## src/hw/pprl_regs.svh

```systemverilog
/*
  Register offsets, key values, field positions, reset values and option bit
  positions of the pin routing lock block. Assumes inclusion by bare name.
*/
`ifndef PPRL_REGS_SVH
`define PPRL_REGS_SVH

`define PPRL_LOCK_OFS 32'h0000_0000
`define PPRL_SEL_PAGE 26'h000_0001
`define PPRL_IDX_W 4
`define PPRL_SEL_W 5
`define PPRL_KEY1 8'h55
`define PPRL_KEY2 8'haa
`define PPRL_LOCK_BIT 0
`define PPRL_LOCK_RST 1'b0
`define PPRL_CW2_W 14
`define PPRL_CW2_ONESHOT_BIT 11
`define PPRL_ONESHOT_RST 1'b1
`define PPRL_CODE_PC0 5'h10
`define PPRL_CODE_PC6 5'h16
`define PPRL_CODE_PB4 5'h0c
`define PPRL_CODE_PB7 5'h0f
`define PPRL_CODE_PA1 5'h01
`define PPRL_CODE_PA5 5'h05

`endif

```

## src/hw/pprl_pkg.sv

```systemverilog
/*
  Types of the pin routing lock block: key state and top-level state.
  Assumes pprl_regs.svh is on the include path.
*/
`include "pprl_regs.svh"
package pprl_pkg;

  typedef enum logic [2:0] {
    PPRL_KEY_IDLE = 3'b001,
    PPRL_KEY_HALF = 3'b010,
    PPRL_KEY_FULL = 3'b100
  } pprl_key_t;

  typedef struct packed {
    logic dph_valid;
    logic dph_write;
    logic dph_lock;
    logic dph_sel;
    logic [`PPRL_IDX_W-1:0] dph_idx;
    pprl_key_t key;
    logic lock_flag;
    logic used;
    logic oneshot;
    logic cfg_taken;
    logic [7:0] pa_meta;
    logic [7:0] pa_sync;
    logic [7:0] pb_meta;
    logic [7:0] pb_sync;
    logic [7:0] pc_meta;
    logic [7:0] pc_sync;
  } pprl_state_t;

  localparam pprl_state_t PPRL_STATE_RST = '{
    key: PPRL_KEY_IDLE,
    lock_flag: `PPRL_LOCK_RST,
    oneshot: `PPRL_ONESHOT_RST,
    default: '0
  };

endpackage : pprl_pkg

```

## src/hw/pprl_sel_mem.sv

```systemverilog
/*
  Selection register file: one five-bit pin field per peripheral input.
  Assumes one clock, power-on reset on nrst, writes already filtered by lock.
*/
`timescale 1ns/1ps
`include "pprl_regs.svh"
module pprl_sel_mem #(
  parameter int N_INPUTS = 16,
  parameter logic [N_INPUTS*`PPRL_SEL_W-1:0] SEL_DEFAULTS = '0
) (
  input wire logic clk,
  input wire logic nrst,
  input wire logic we,
  input wire logic [`PPRL_IDX_W-1:0] waddr,
  input wire logic [`PPRL_SEL_W-1:0] wdata,
  input wire logic [`PPRL_IDX_W-1:0] raddr,
  output logic [`PPRL_SEL_W-1:0] rdata,
  output logic [N_INPUTS*`PPRL_SEL_W-1:0] sel_flat
);

  typedef struct packed {
    logic [N_INPUTS-1:0][`PPRL_SEL_W-1:0] sel;
    logic [`PPRL_SEL_W-1:0] rdata;
  } pprl_mem_t;

  localparam pprl_mem_t MEM_RST = '{sel: SEL_DEFAULTS, rdata: '0};

  pprl_mem_t st;
  pprl_mem_t next_st;

  // one field per input, no sleep term
  always_comb begin
    next_st = st;
    if (we) begin
      next_st.sel[waddr] = wdata;
    end
    if (we && waddr == raddr) begin
      next_st.rdata = wdata;
    end else if (32'(raddr) < N_INPUTS) begin
      next_st.rdata = st.sel[raddr];
    end else begin
      next_st.rdata = '0;
    end
  end

  // only power-on reset restores defaults
  always_ff @(posedge clk or negedge nrst) begin
    if (!nrst) begin
      st <= MEM_RST;
    end else begin
      st <= next_st;
    end
  end

  assign rdata = st.rdata;
  assign sel_flat = st.sel;

  a_mem_write_lands: assert property (@(posedge clk) disable iff (!nrst)
    we |=> st.sel[$past(waddr)] == $past(wdata))
    else $error("selection write not stored");

endmodule : pprl_sel_mem

```

## src/hw/pprl_in_mux.sv

```systemverilog
/*
  Pin-to-peripheral input routing, one registered output per input.
  Assumes port levels already synchronised to clk.
*/
`timescale 1ns/1ps
`include "pprl_regs.svh"
module pprl_in_mux #(
  parameter int N_INPUTS = 16
) (
  input wire logic clk,
  input wire logic nrst,
  input wire logic [N_INPUTS*`PPRL_SEL_W-1:0] sel_flat,
  input wire logic [7:0] porta,
  input wire logic [7:0] portb,
  input wire logic [7:0] portc,
  output logic [N_INPUTS-1:0] periph_in
);

  typedef struct packed {
    logic [N_INPUTS-1:0] route;
  } pprl_mux_t;

  pprl_mux_t st;
  pprl_mux_t next_st;
  logic [N_INPUTS-1:0] route_w;

  // code to pin decode, reserved codes give low
  function automatic logic pin_route(input logic [`PPRL_SEL_W-1:0] code, input logic [7:0] pa,
                                     input logic [7:0] pb, input logic [7:0] pc);
    logic r;
    r = 1'b0;
    if (code >= `PPRL_CODE_PC0 && code <= `PPRL_CODE_PC6) begin
      r = pc[3'(code - `PPRL_CODE_PC0)];
    end else if (code >= `PPRL_CODE_PB4 && code <= `PPRL_CODE_PB7) begin
      r = pb[3'(code - `PPRL_CODE_PB4) + 3'd4];
    end else if (code >= `PPRL_CODE_PA1 && code <= `PPRL_CODE_PA5) begin
      r = pa[3'(code)];
    end
    return r;
  endfunction : pin_route

  genvar gi;
  generate
    for (gi = 0; gi < N_INPUTS; gi++) begin : g_route
      assign route_w[gi] = pin_route(sel_flat[gi*`PPRL_SEL_W +: `PPRL_SEL_W], porta, portb, portc);
    end
  endgenerate

  always_comb begin
    next_st = st;
    next_st.route = route_w;
  end

  always_ff @(posedge clk or negedge nrst) begin
    if (!nrst) begin
      st <= '0;
    end else begin
      st <= next_st;
    end
  end

  assign periph_in = st.route;

  a_map_portc: assert property (@(posedge clk) disable iff (!nrst)
    sel_flat[`PPRL_SEL_W-1:0] == `PPRL_CODE_PC0 |=> periph_in[0] == $past(portc[0]))
    else $error("port C pin 0 not routed");

  a_map_portb: assert property (@(posedge clk) disable iff (!nrst)
    sel_flat[`PPRL_SEL_W-1:0] == `PPRL_CODE_PB7 |=> periph_in[0] == $past(portb[7]))
    else $error("port B pin 7 not routed");

  a_map_porta: assert property (@(posedge clk) disable iff (!nrst)
    sel_flat[`PPRL_SEL_W-1:0] == `PPRL_CODE_PA5 |=> periph_in[0] == $past(porta[5]))
    else $error("port A pin 5 not routed");

  a_map_reserved: assert property (@(posedge clk) disable iff (!nrst)
    sel_flat[`PPRL_SEL_W-1:0] == 5'h00 |=> !periph_in[0])
    else $error("reserved code drives input");

endmodule : pprl_in_mux

```

## src/hw/pprl_top.sv

```systemverilog
/*
  Pin routing lock block: AHB-Lite register slave, unlock key, lock flag,
  one-shot option, per-input selection registers and input routing.
  Assumes it is the only slave on its bus, so HREADYOUT is the bus HREADY,
  and that CONFIG_WORD2 is static after power-on.
*/
`timescale 1ns/1ps
`include "pprl_regs.svh"
module pprl_top
  import pprl_pkg::*;
#(
  parameter int N_INPUTS = 16,
  parameter logic [N_INPUTS*`PPRL_SEL_W-1:0] SEL_DEFAULTS = '0
) (
  input wire logic CLK,
  input wire logic NRST,
  input wire logic SOFT_RST,
  input wire logic [`PPRL_CW2_W-1:0] CONFIG_WORD2,
  input wire logic HSEL,
  input wire logic [31:0] HADDR,
  input wire logic [1:0] HTRANS,
  input wire logic HWRITE,
  input wire logic [2:0] HSIZE,
  input wire logic [31:0] HWDATA,
  input wire logic HREADY,
  output logic HREADYOUT,
  output logic HRESP,
  output logic [31:0] HRDATA,
  input wire logic [7:0] PORTA_IN,
  input wire logic [7:0] PORTB_IN,
  input wire logic [7:0] PORTC_IN,
  output logic [N_INPUTS-1:0] PERIPH_IN,
  output logic ROUTING_LOCKED
);

  pprl_state_t st;
  pprl_state_t next_st;

  logic take;
  logic addr_lock;
  logic addr_sel;
  logic lock_wr;
  logic lock_cmd;
  logic lock_ok;
  logic sel_wr;
  logic mem_we;
  logic [`PPRL_SEL_W-1:0] mem_rdata;
  logic [N_INPUTS*`PPRL_SEL_W-1:0] sel_flat;
  logic [7:0] key_byte;

  // address decode of the address phase
  assign take = HSEL && HTRANS[1] && HREADY;
  assign addr_lock = HADDR == `PPRL_LOCK_OFS;
  assign addr_sel = HADDR[31:6] == `PPRL_SEL_PAGE && HADDR[1:0] == 2'b00
                    && 32'(HADDR[5:2]) < N_INPUTS;

  // data phase decode
  assign key_byte = HWDATA[7:0];
  assign lock_wr = st.dph_valid && st.dph_write && st.dph_lock;
  assign lock_cmd = lock_wr && st.key == PPRL_KEY_FULL;
  assign lock_ok = !(st.oneshot && st.used);
  assign sel_wr = st.dph_valid && st.dph_write && st.dph_sel;
  assign mem_we = sel_wr && !st.lock_flag;

  always_comb begin
    next_st = st;
    // two-flop synchronisers for the port pins
    next_st.pa_meta = PORTA_IN;
    next_st.pa_sync = st.pa_meta;
    next_st.pb_meta = PORTB_IN;
    next_st.pb_sync = st.pb_meta;
    next_st.pc_meta = PORTC_IN;
    next_st.pc_sync = st.pc_meta;
    // option caught once after reset release
    if (!st.cfg_taken) begin
      next_st.oneshot = CONFIG_WORD2[`PPRL_CW2_ONESHOT_BIT];
      next_st.cfg_taken = 1'b1;
    end
    // unlock key walk, any other access discards it
    if (st.dph_valid) begin
      if (lock_wr) begin
        unique case (st.key)
          PPRL_KEY_IDLE: begin
            next_st.key = (key_byte == `PPRL_KEY1) ? PPRL_KEY_HALF : PPRL_KEY_IDLE;
          end
          PPRL_KEY_HALF: begin
            if (key_byte == `PPRL_KEY2) begin
              next_st.key = PPRL_KEY_FULL;
            end else if (key_byte == `PPRL_KEY1) begin
              next_st.key = PPRL_KEY_HALF;
            end else begin
              next_st.key = PPRL_KEY_IDLE;
            end
          end
          PPRL_KEY_FULL: begin
            next_st.key = PPRL_KEY_IDLE;
            if (lock_ok) begin
              next_st.lock_flag = HWDATA[`PPRL_LOCK_BIT];
              next_st.used = st.used || (st.oneshot && HWDATA[`PPRL_LOCK_BIT]);
            end
          end
          default: begin
            next_st.key = PPRL_KEY_IDLE;
          end
        endcase
      end else begin
        next_st.key = PPRL_KEY_IDLE;
      end
    end
    // address phase capture
    if (HREADY) begin
      next_st.dph_valid = take;
      next_st.dph_write = HWRITE;
      next_st.dph_lock = addr_lock;
      next_st.dph_sel = addr_sel;
      next_st.dph_idx = HADDR[5:2];
    end
    // other resets: lock logic restarts, selections kept
    if (SOFT_RST) begin
      next_st.key = PPRL_KEY_IDLE;
      next_st.lock_flag = `PPRL_LOCK_RST;
      next_st.used = 1'b0;
      next_st.cfg_taken = 1'b0;
      next_st.dph_valid = 1'b0;
    end
  end

  // power-on reset clears the lock flag
  always_ff @(posedge CLK or negedge NRST) begin
    if (!NRST) begin
      st <= PPRL_STATE_RST;
    end else begin
      st <= next_st;
    end
  end

  pprl_sel_mem #(
    .N_INPUTS(N_INPUTS),
    .SEL_DEFAULTS(SEL_DEFAULTS)
  ) u_mem (
    .clk(CLK),
    .nrst(NRST),
    .we(mem_we),
    .waddr(st.dph_idx),
    .wdata(HWDATA[`PPRL_SEL_W-1:0]),
    .raddr(HADDR[5:2]),
    .rdata(mem_rdata),
    .sel_flat(sel_flat)
  );

  pprl_in_mux #(
    .N_INPUTS(N_INPUTS)
  ) u_mux (
    .clk(CLK),
    .nrst(NRST),
    .sel_flat(sel_flat),
    .porta(st.pa_sync),
    .portb(st.pb_sync),
    .portc(st.pc_sync),
    .periph_in(PERIPH_IN)
  );

  // read data regardless of lock or option
  always_comb begin
    HRDATA = 32'h0000_0000;
    if (st.dph_valid && !st.dph_write && st.dph_lock) begin
      HRDATA[`PPRL_LOCK_BIT] = st.lock_flag;
    end else if (st.dph_valid && !st.dph_write && st.dph_sel) begin
      HRDATA[`PPRL_SEL_W-1:0] = mem_rdata;
    end
  end

  assign HREADYOUT = 1'b1;
  assign HRESP = 1'b0;
  assign ROUTING_LOCKED = st.lock_flag;

  logic sel_rd;
  assign sel_rd = st.dph_valid && !st.dph_write && st.dph_sel;

  a_key_before_change: assert property (@(posedge CLK) disable iff (!NRST)
    (st.lock_flag != $past(st.lock_flag)) && !$past(SOFT_RST) |-> $past(st.key) == PPRL_KEY_FULL)
    else $error("lock flag changed without key");

  a_key_order: assert property (@(posedge CLK) disable iff (!NRST || SOFT_RST)
    st.key == PPRL_KEY_FULL && $past(st.key) != PPRL_KEY_FULL
      |-> $past(st.key) == PPRL_KEY_HALF && $past(key_byte) == `PPRL_KEY2)
    else $error("key completed out of order");

  a_lock_blocks_write: assert property (@(posedge CLK) disable iff (!NRST)
    sel_wr && st.lock_flag && !SOFT_RST |=> $stable(sel_flat))
    else $error("write landed while locked");

  a_open_takes_write: assert property (@(posedge CLK) disable iff (!NRST)
    sel_wr && !st.lock_flag |=> sel_flat[$past(st.dph_idx)*`PPRL_SEL_W +: `PPRL_SEL_W]
                                == $past(HWDATA[`PPRL_SEL_W-1:0]))
    else $error("write lost while unlocked");

  a_option_source: assert property (@(posedge CLK) disable iff (!NRST)
    $rose(st.cfg_taken) |-> st.oneshot == $past(CONFIG_WORD2[`PPRL_CW2_ONESHOT_BIT]))
    else $error("one-shot option not from config word");

  a_oneshot_freeze: assert property (@(posedge CLK) disable iff (!NRST)
    st.used && st.oneshot && !SOFT_RST |=> st.lock_flag == $past(st.lock_flag))
    else $error("lock flag moved after one-shot use");

  a_multi_change: assert property (@(posedge CLK) disable iff (!NRST)
    lock_cmd && !st.oneshot && !SOFT_RST |=> st.lock_flag == $past(HWDATA[`PPRL_LOCK_BIT]))
    else $error("lock change refused without one-shot");

  a_lock_readback: assert property (@(posedge CLK) disable iff (!NRST)
    st.dph_valid && !st.dph_write && st.dph_lock |-> HRDATA == {31'h0000_0000, st.lock_flag})
    else $error("lock readback wrong");

  a_sel_readback: assert property (@(posedge CLK) disable iff (!NRST)
    sel_rd |-> HRDATA[`PPRL_SEL_W-1:0] == sel_flat[st.dph_idx*`PPRL_SEL_W +: `PPRL_SEL_W])
    else $error("selection readback wrong");

  a_upper_zero: assert property (@(posedge CLK) disable iff (!NRST)
    sel_rd |-> HRDATA[31:`PPRL_SEL_W] == 27'h000_0000)
    else $error("upper selection bits not zero");

  a_soft_keep: assert property (@(posedge CLK) disable iff (!NRST)
    SOFT_RST && !mem_we |=> $stable(sel_flat) && !st.lock_flag)
    else $error("soft reset disturbed selections");

  a_break_key: assert property (@(posedge CLK) disable iff (!NRST)
    st.dph_valid && !lock_wr && st.key != PPRL_KEY_IDLE |=> st.key == PPRL_KEY_IDLE
                                                          && $stable(st.lock_flag))
    else $error("broken key not discarded");

  c_lock_set: cover property (@(posedge CLK) disable iff (!NRST)
    $rose(st.lock_flag));

  c_write_blocked: cover property (@(posedge CLK) disable iff (!NRST)
    sel_wr && st.lock_flag);

  c_unlock_again: cover property (@(posedge CLK) disable iff (!NRST)
    $fell(st.lock_flag) && !$past(SOFT_RST));

  c_oneshot_used: cover property (@(posedge CLK) disable iff (!NRST)
    lock_cmd && st.used && st.oneshot);

endmodule : pprl_top

```

## config.mk

```make
export PLATFORM = sky130hd
export DESIGN_NAME = pprl_top
export DESIGN_NICKNAME = d
export VERILOG_FILES = /design/src/hw/pprl_pkg.sv /design/src/hw/pprl_sel_mem.sv /design/src/hw/pprl_in_mux.sv /design/src/hw/pprl_top.sv
export VERILOG_INCLUDE_DIRS = /design/src /design/src/hw
export SDC_FILE = /design/constraint.sdc
export NUM_CORES = 1
export LEC_CHECK = 0
export BUFFER_PORTS_ARGS = -buffer_cell sky130_fd_sc_hd__buf_2
export CAP_MARGIN = 10
export CORE_MARGIN = 2
export CORE_UTILIZATION = 51
export DETAILED_ROUTE_END_ITERATION = 10
export HOLD_SLACK_MARGIN = 0.08
export PLACE_DENSITY = 0.89
export SETUP_SLACK_MARGIN = 0.3
export SYNTH_ARGS = -nofsm -noshare
export SYNTH_HDL_FRONTEND = slang
export SYNTH_SLANG_ARGS = --single-unit
```

## constraint.sdc

```tcl
create_clock -name CLK -period 1.96 [get_ports CLK]
set_input_delay 0.392 -clock CLK [delete_from_list [all_inputs] [get_ports CLK]]
set_output_delay 0.392 -clock CLK [all_outputs]
set_load 0.01 [all_outputs]
```

# Yosys cells after proc, flatten, opt, wreduce, memory -nomap -nowiden
# Index checks and enable logic that the tools add are counted.
# totals
register_bits,164
latch_bits,0
ramBits,0
rom_bits,0
output_inout_bits,51
memories,0
# op_classes
n_addsub,48
mul,0
n_div,0
magnitude_cmp,147
n_eq_ne,8
n_shift,0
n_mux,165
n_bitwise,0
reduce_logical,72
# op_table
op,n
less-than comparator 3 x 4 -> 1 bit (second input constant),48
binary-select mux 1 bit (select 3 bit),48
2-to-1 mux 1 bit,99
bitwise mux 80 bit,1
greater-or-equal comparator 5 x 1 -> 1 bit (second input constant),16
greater-or-equal comparator 5 x 4 -> 1 bit (second input constant),16
greater-or-equal comparator 5 bit (second input constant),16
<= comparator 5 x 3 -> 1 bit (second input constant),16
<= comparator 5 x 4 -> 1 bit (second input constant),16
<= comparator 5 bit (second input constant),16
logical AND 1 bit,62
adder 3 bit (second input constant),16
subtractor 3 x 1 -> 3 bit (second input constant),16
subtractor 3 bit (second input constant),16
zero test 32 bit,1
2-to-1 mux 5 bit,6
== test 26 x 1 -> 1 bit (second input constant),1
binary-select mux 5 bit (select 4 bit),1
demux 5 bit (select 4 bit),1
less-than comparator 4 x 5 -> 1 bit (second input constant),2
== test 8 x 7 -> 1 bit (second input constant),1
== test 8 bit (second input constant),1
2-to-1 mux 2 bit,4
2-to-1 mux 8 bit,1
other kinds (14),19

# Depth between registers and ports, before layout
# logic_depth
ltp_word,7
mapped_depth,7
mapped_depth_nobuf,4

# Cells and area by module
# Synthesis repeated with hierarchy kept, for this count alone.
# hier_totals
hier_cells,768
hier_area_um2,9228.9
# by_module_without_submodules
module,n_inst,cells_each,area_per_inst_um2,seq_area_each_um2
pprl_sel_mem,1,252,4012.6,2127.0
pprl_in_mux,1,358,2981.6,400.4
pprl_top,1,158,2234.6,1579.0

# Worst setup path after synthesis
# Ideal clock, no wire load.
# synth_path
path_type,reg2reg
start,register st (netlist bit ROUTING_LOCKED)
end,register u_mem.st (netlist bit u_mem.sel_flat[1])
setup_time_ns,0.125
arrival_time_ns,1.769
slack_ns,0.066
stages_incl_launch_ff,5
path_buffers,0
cell_sequence,dfrtp_1 > and4b_4 > or3b_4 > nor3_4 > mux2_2
# synth_via
elab_chain_cells,2
# synth_rtl
item,line_no,rtl
start: declaration,pprl_top.sv:36,pprl_state_t st;
start signal: assignment,pprl_top.sv:133,st <= next_st;
zero test 1 bit,pprl_top.sv:63,assign mem_we = sel_wr && !st.lock_flag;
logical AND 1 bit,pprl_top.sv:63,
end signal: assignment,pprl_sel_mem.sv:51,st <= next_st;
end: declaration,pprl_sel_mem.sv:28,pprl_mem_t st;
# Every way passes these cells.
# A chain may end at the register's enable or synchronous reset.

# Worst setup path in the final report
# layout_path
start,register st[61] (netlist name)
end,output HRDATA[2]
# layout_via
elab_chain_cells,5
elab_cells_between_ends,6
cone_classes,mux (2); reduce/logical (4)
# layout_rtl
item,line_no,rtl
zero test 1 bit *,n/a,
logical AND 1 bit *,n/a,
logical AND 1 bit,n/a,
2-to-1 mux 5 bit,pprl_top.sv:168,end else if (st.dph_valid && !st.dph_write && st.dph_sel) begin
2-to-1 mux 4 bit *,pprl_top.sv:166,if (st.dph_valid && !st.dph_write && st.dph_lock) begin
end: declaration,pprl_top.sv:28,"output logic [31:0] HRDATA,"
# Mark *: on every way between the ends. The rest lies on a longest branch, timed or not.

==> results_dict.tcl <==
set metrics [dict create \
    boundaryPins 164 \
    wl_met3_mm 3.50 \
    p_seq_share_pct 43.2 \
    drt_iter0_markers 1247 \
    wl_per_cell_microns 26.4 \
    yosysTopAreaCellShare_pct 41.5 \
    clock_skew_ns 0.0133 \
    core_sq_um 17100 \
    htree_levels 4 \
    vias 7794 \
    maxCapViolCount 0 \
    switchingPower_mw 1.97 \
    portBuffers 85 \
    nets 1012 \
    drc 0 \
    ant_nets 0 \
    synth_cells 736 \
    finalMaxSlewViolations 0 \
    wl_met1_mm 10.4 \
    min_period_over_period_pct 102 \
    clock_latency_ns 0.44 \
    critical-path-max-stage-delay_ns 0.41 \
    synth_warnings 0 \
    netSwitchingFraction_pct 25.6 \
    clockPowerShare_pct 44.4 \
    hold_class "input port to flop" \
    yosys_register_bits 148 \
    cts_tree "done" \
    routed_wl_mm 30.0 \
    post-route-min-period_ns 2.00 \
    viasPerCell 6.85 \
    n_fill_cell 1094 \
    grt.total_usage_pct 31.1 \
    grt_pass1_wl_mm 42.3 \
    placed_area_sq_um 9770 \
    overflow 0 \
    setup_ws_ns -0.0395 \
    synth_cell_types 56 \
    intPower_mw 5.74 \
    violations "negative setup slack" \
    dp.cells 1049 \
    cp_data_required_time_ns 1.57 \
    grt_max_degree 50 \
    path_cells "buf_6, nor4bb_4, and2_1, buf_2" \
    die_w_microns 135 \
    stdcell_count 1138 \
    layout-drive-gt1-share_pct 50.2 \
    met2_length_mm 13.6 \
    post-route-cell-area_sq_um 11500 \
    max_clock_freq_mhz 500 \
    powerDensity_nw_per_um2 672 \
    end_kind "primary output" \
    async_reset_ff_share_pct 100 \
    critPathSlowestCell "dfrtp_1" \
    first_pass_iters 8 \
    rsz0062_at_grt "true" \
    arrival_ns 1.61 \
    synthFlopType "dfrtp_1" \
    critPathTopFamily "simple AND/OR/NAND/NOR gates" \
    p_leak_nw 5.02 \
    regArea_sq_um 3760 \
    critPathMaxFanout 4 \
    synthMostInstantiatedCell "dfrtp_1" \
    synthTopCellsByArea "dfrtp_1, mux2_2, mux4_2, mux2i_1, buf_4" \
    numCtsBuffers 17 \
    synthTopCellsByCount "dfrtp_1, mux2_2, mux2i_1" \
    multi_input_area_sq_um 5250 \
    rows 48 \
    synth_area_per_cell_sq_um 12.0 \
    path_clk_slew_ns 0.07 \
    start_kind "flop" \
    hold_viol 0 \
    cts_buffer_depth 2 \
    antenna_found_initial 0 \
    synth_seq_area_share_pct 42.1 \
    cp.buffers_inverters 2 \
    die_h_microns 135 \
    synth_area_leader_cell "dfrtp_1" \
    synth-edff-count 0 \
    syn_area_sq_um 8800 \
    cts_sinks 148 \
    grt_pass1_vias 7507 \
    top_layer "met4" \
    syn_to_final_growth_pct 30.4 \
    vdd_drop_max_uv 574 \
    start_util_pct 51.6 \
    slew_headroom_pct 49.0 \
    root_buffer "clkbuf_16" \
    crit_type "flop to primary output" \
    dp_hpwl_mm 16.9 \
    max_slew.worst_pin.slew_ns 0.762 \
    die_area_sq_um 18300 \
    power.share.combinational_pct 12.3 \
    outcome "finished with violations" \
    gp_congestion 0.992 \
    setup_viol 4 \
]
stage by stage:
step	worst slack [ns]	hold slack (ns)	power, mW	TNS, ns	util, %
5_1_grt	-0.0873	0.198	7.90	-0.318	67.3
3_3_place_gp	-0.119	0.333	4.08	-0.495	57.3
2_1_floorplan	0.0680	0.0964	3.79	0	-
4_1_cts	-0.0178	0.187	7.56	-0.0178	64.7
3_5_place_dp	-0.144	0.335	4.12	-0.645	57.3
6_report	-0.0395	0.200	7.71	-0.117	67.3
cell usage in the layout, fill, tap and decap left out, types with 6 or more instances in the layout:
cell	synthesis	routed
buf_12	0	7
a21boi_0	6	6
o32a_1	6	6
dlygate4sd3_1	0	17
o21ai_0	11	8
mux2_2	108	25
mux4_2	43	43
o32ai_1	6	6
o221ai_1	7	7
nand2_1	25	24
and3_1	12	7
nand4b_1	10	10
buf_6	0	12
o211ai_1	20	20
a21oi_1	23	22
o22ai_1	8	7
nor4_1	6	6
dfrtp_1	146	102
buf_4	31	91
and4b_1	6	6
nand3b_1	13	13
mux2i_1	49	47
dfrtp_2	0	43
conb_1	2	29
clkbuf_16	0	17
a311oi_1	8	8
nor2_1	24	22
nand2b_1	28	25
mux2_4	0	83
inv_1	6	6
buf_2	12	82
registers in the layout, summed over array words and instances, names as in the netlist:
register / count
u_mem.sel_flat: 80
st: 30
next_st: 16
u_mux.periph_in: 16
u_mem.rdata: 5
ROUTING_LOCKED: 1
power groups by stage:
stage          Combinational (mW)  Clock [mW]  Sequential, mW
2_1_floorplan               0.514           0            3.27
3_3_place_gp                0.730           0            3.35
5_1_grt                     0.994        3.58            3.33
3_5_place_dp                0.757           0            3.36
4_1_cts                     0.833        3.42            3.31
6_report                    0.952        3.43            3.34
metal layers:
metal | vias up | GRT usage [%]
li1 | 3070 | -
met2 | 714 | 48.2
met4 | 0 | 20.1
met5 | - | 0
met3 | 232 | 8.27
met1 | 3778 | 38.5
worst register-to-register path, stage by stage (launching register included):
cell	delay [ns]
dfrtp_1	0.37
and4b_4	0.36
or3b_4	0.47
nor3_4	0.17
buf_12	0.15
mux2_4	0.30
path summary, 6_finish.rpt:
path | from | end | slack, ns | cells past startpoint
setup / recovery | st[61]$_DFFE_PN0P_ | HRDATA[2] | -0.04 | 4
hold / removal | CONFIG_WORD2[11] | st[49]$_DFFE_PN1N_ | 0.20 | 2
setup reg to reg | ROUTING_LOCKED$_DFFE_PN0P_ | u_mem.sel_flat[4]$_DFFE_PN0P_ | 0.03 | 5
hold reg to reg | next_st[23]$_DFF_PN0_ | st[23]$_DFF_PN0_ | 0.35 | 0
max in group asynchronous | NRST | u_mem.sel_flat[53]$_DFFE_PN0P_ | 0.87 | 3
min in group asynchronous | NRST | st[6]$_DFF_PN0_ | 0.47 | 2
final cells by class:
type	count	share of cell area (%)
antenna	1	0.0218
clock buffer	23	4.25
clock inverter	9	1.09
inverter	7	0.229
multi-input combinational	516	45.8
sequential	148	32.8
tap	225	2.45
timing repair buffer	209	13.4
logic make-up after synthesis:
logic type | count (synthesis) | share of synthesized area [%]
AO/OA/AOI/OAI | 120 | 9.73
XOR/XNOR | 4 | 0.398
buffers and inverters | 99 | 5.71
flip-flops | 148 | 42.1
multiplexers | 200 | 30.4
other | 2 | 0.0853
AND/OR/NAND/NOR | 163 | 11.6
what timing repair did:
action                     CTS  global route
hold endpoints to repair    60             0
gates resized for setup     99            69
hold buffers                17             0
gates cloned                 0             0
pin swaps                   14            12
setup endpoints to repair  102           105
buffers inserted            14            25
Note: power is estimated with default switching activity, not from simulation.
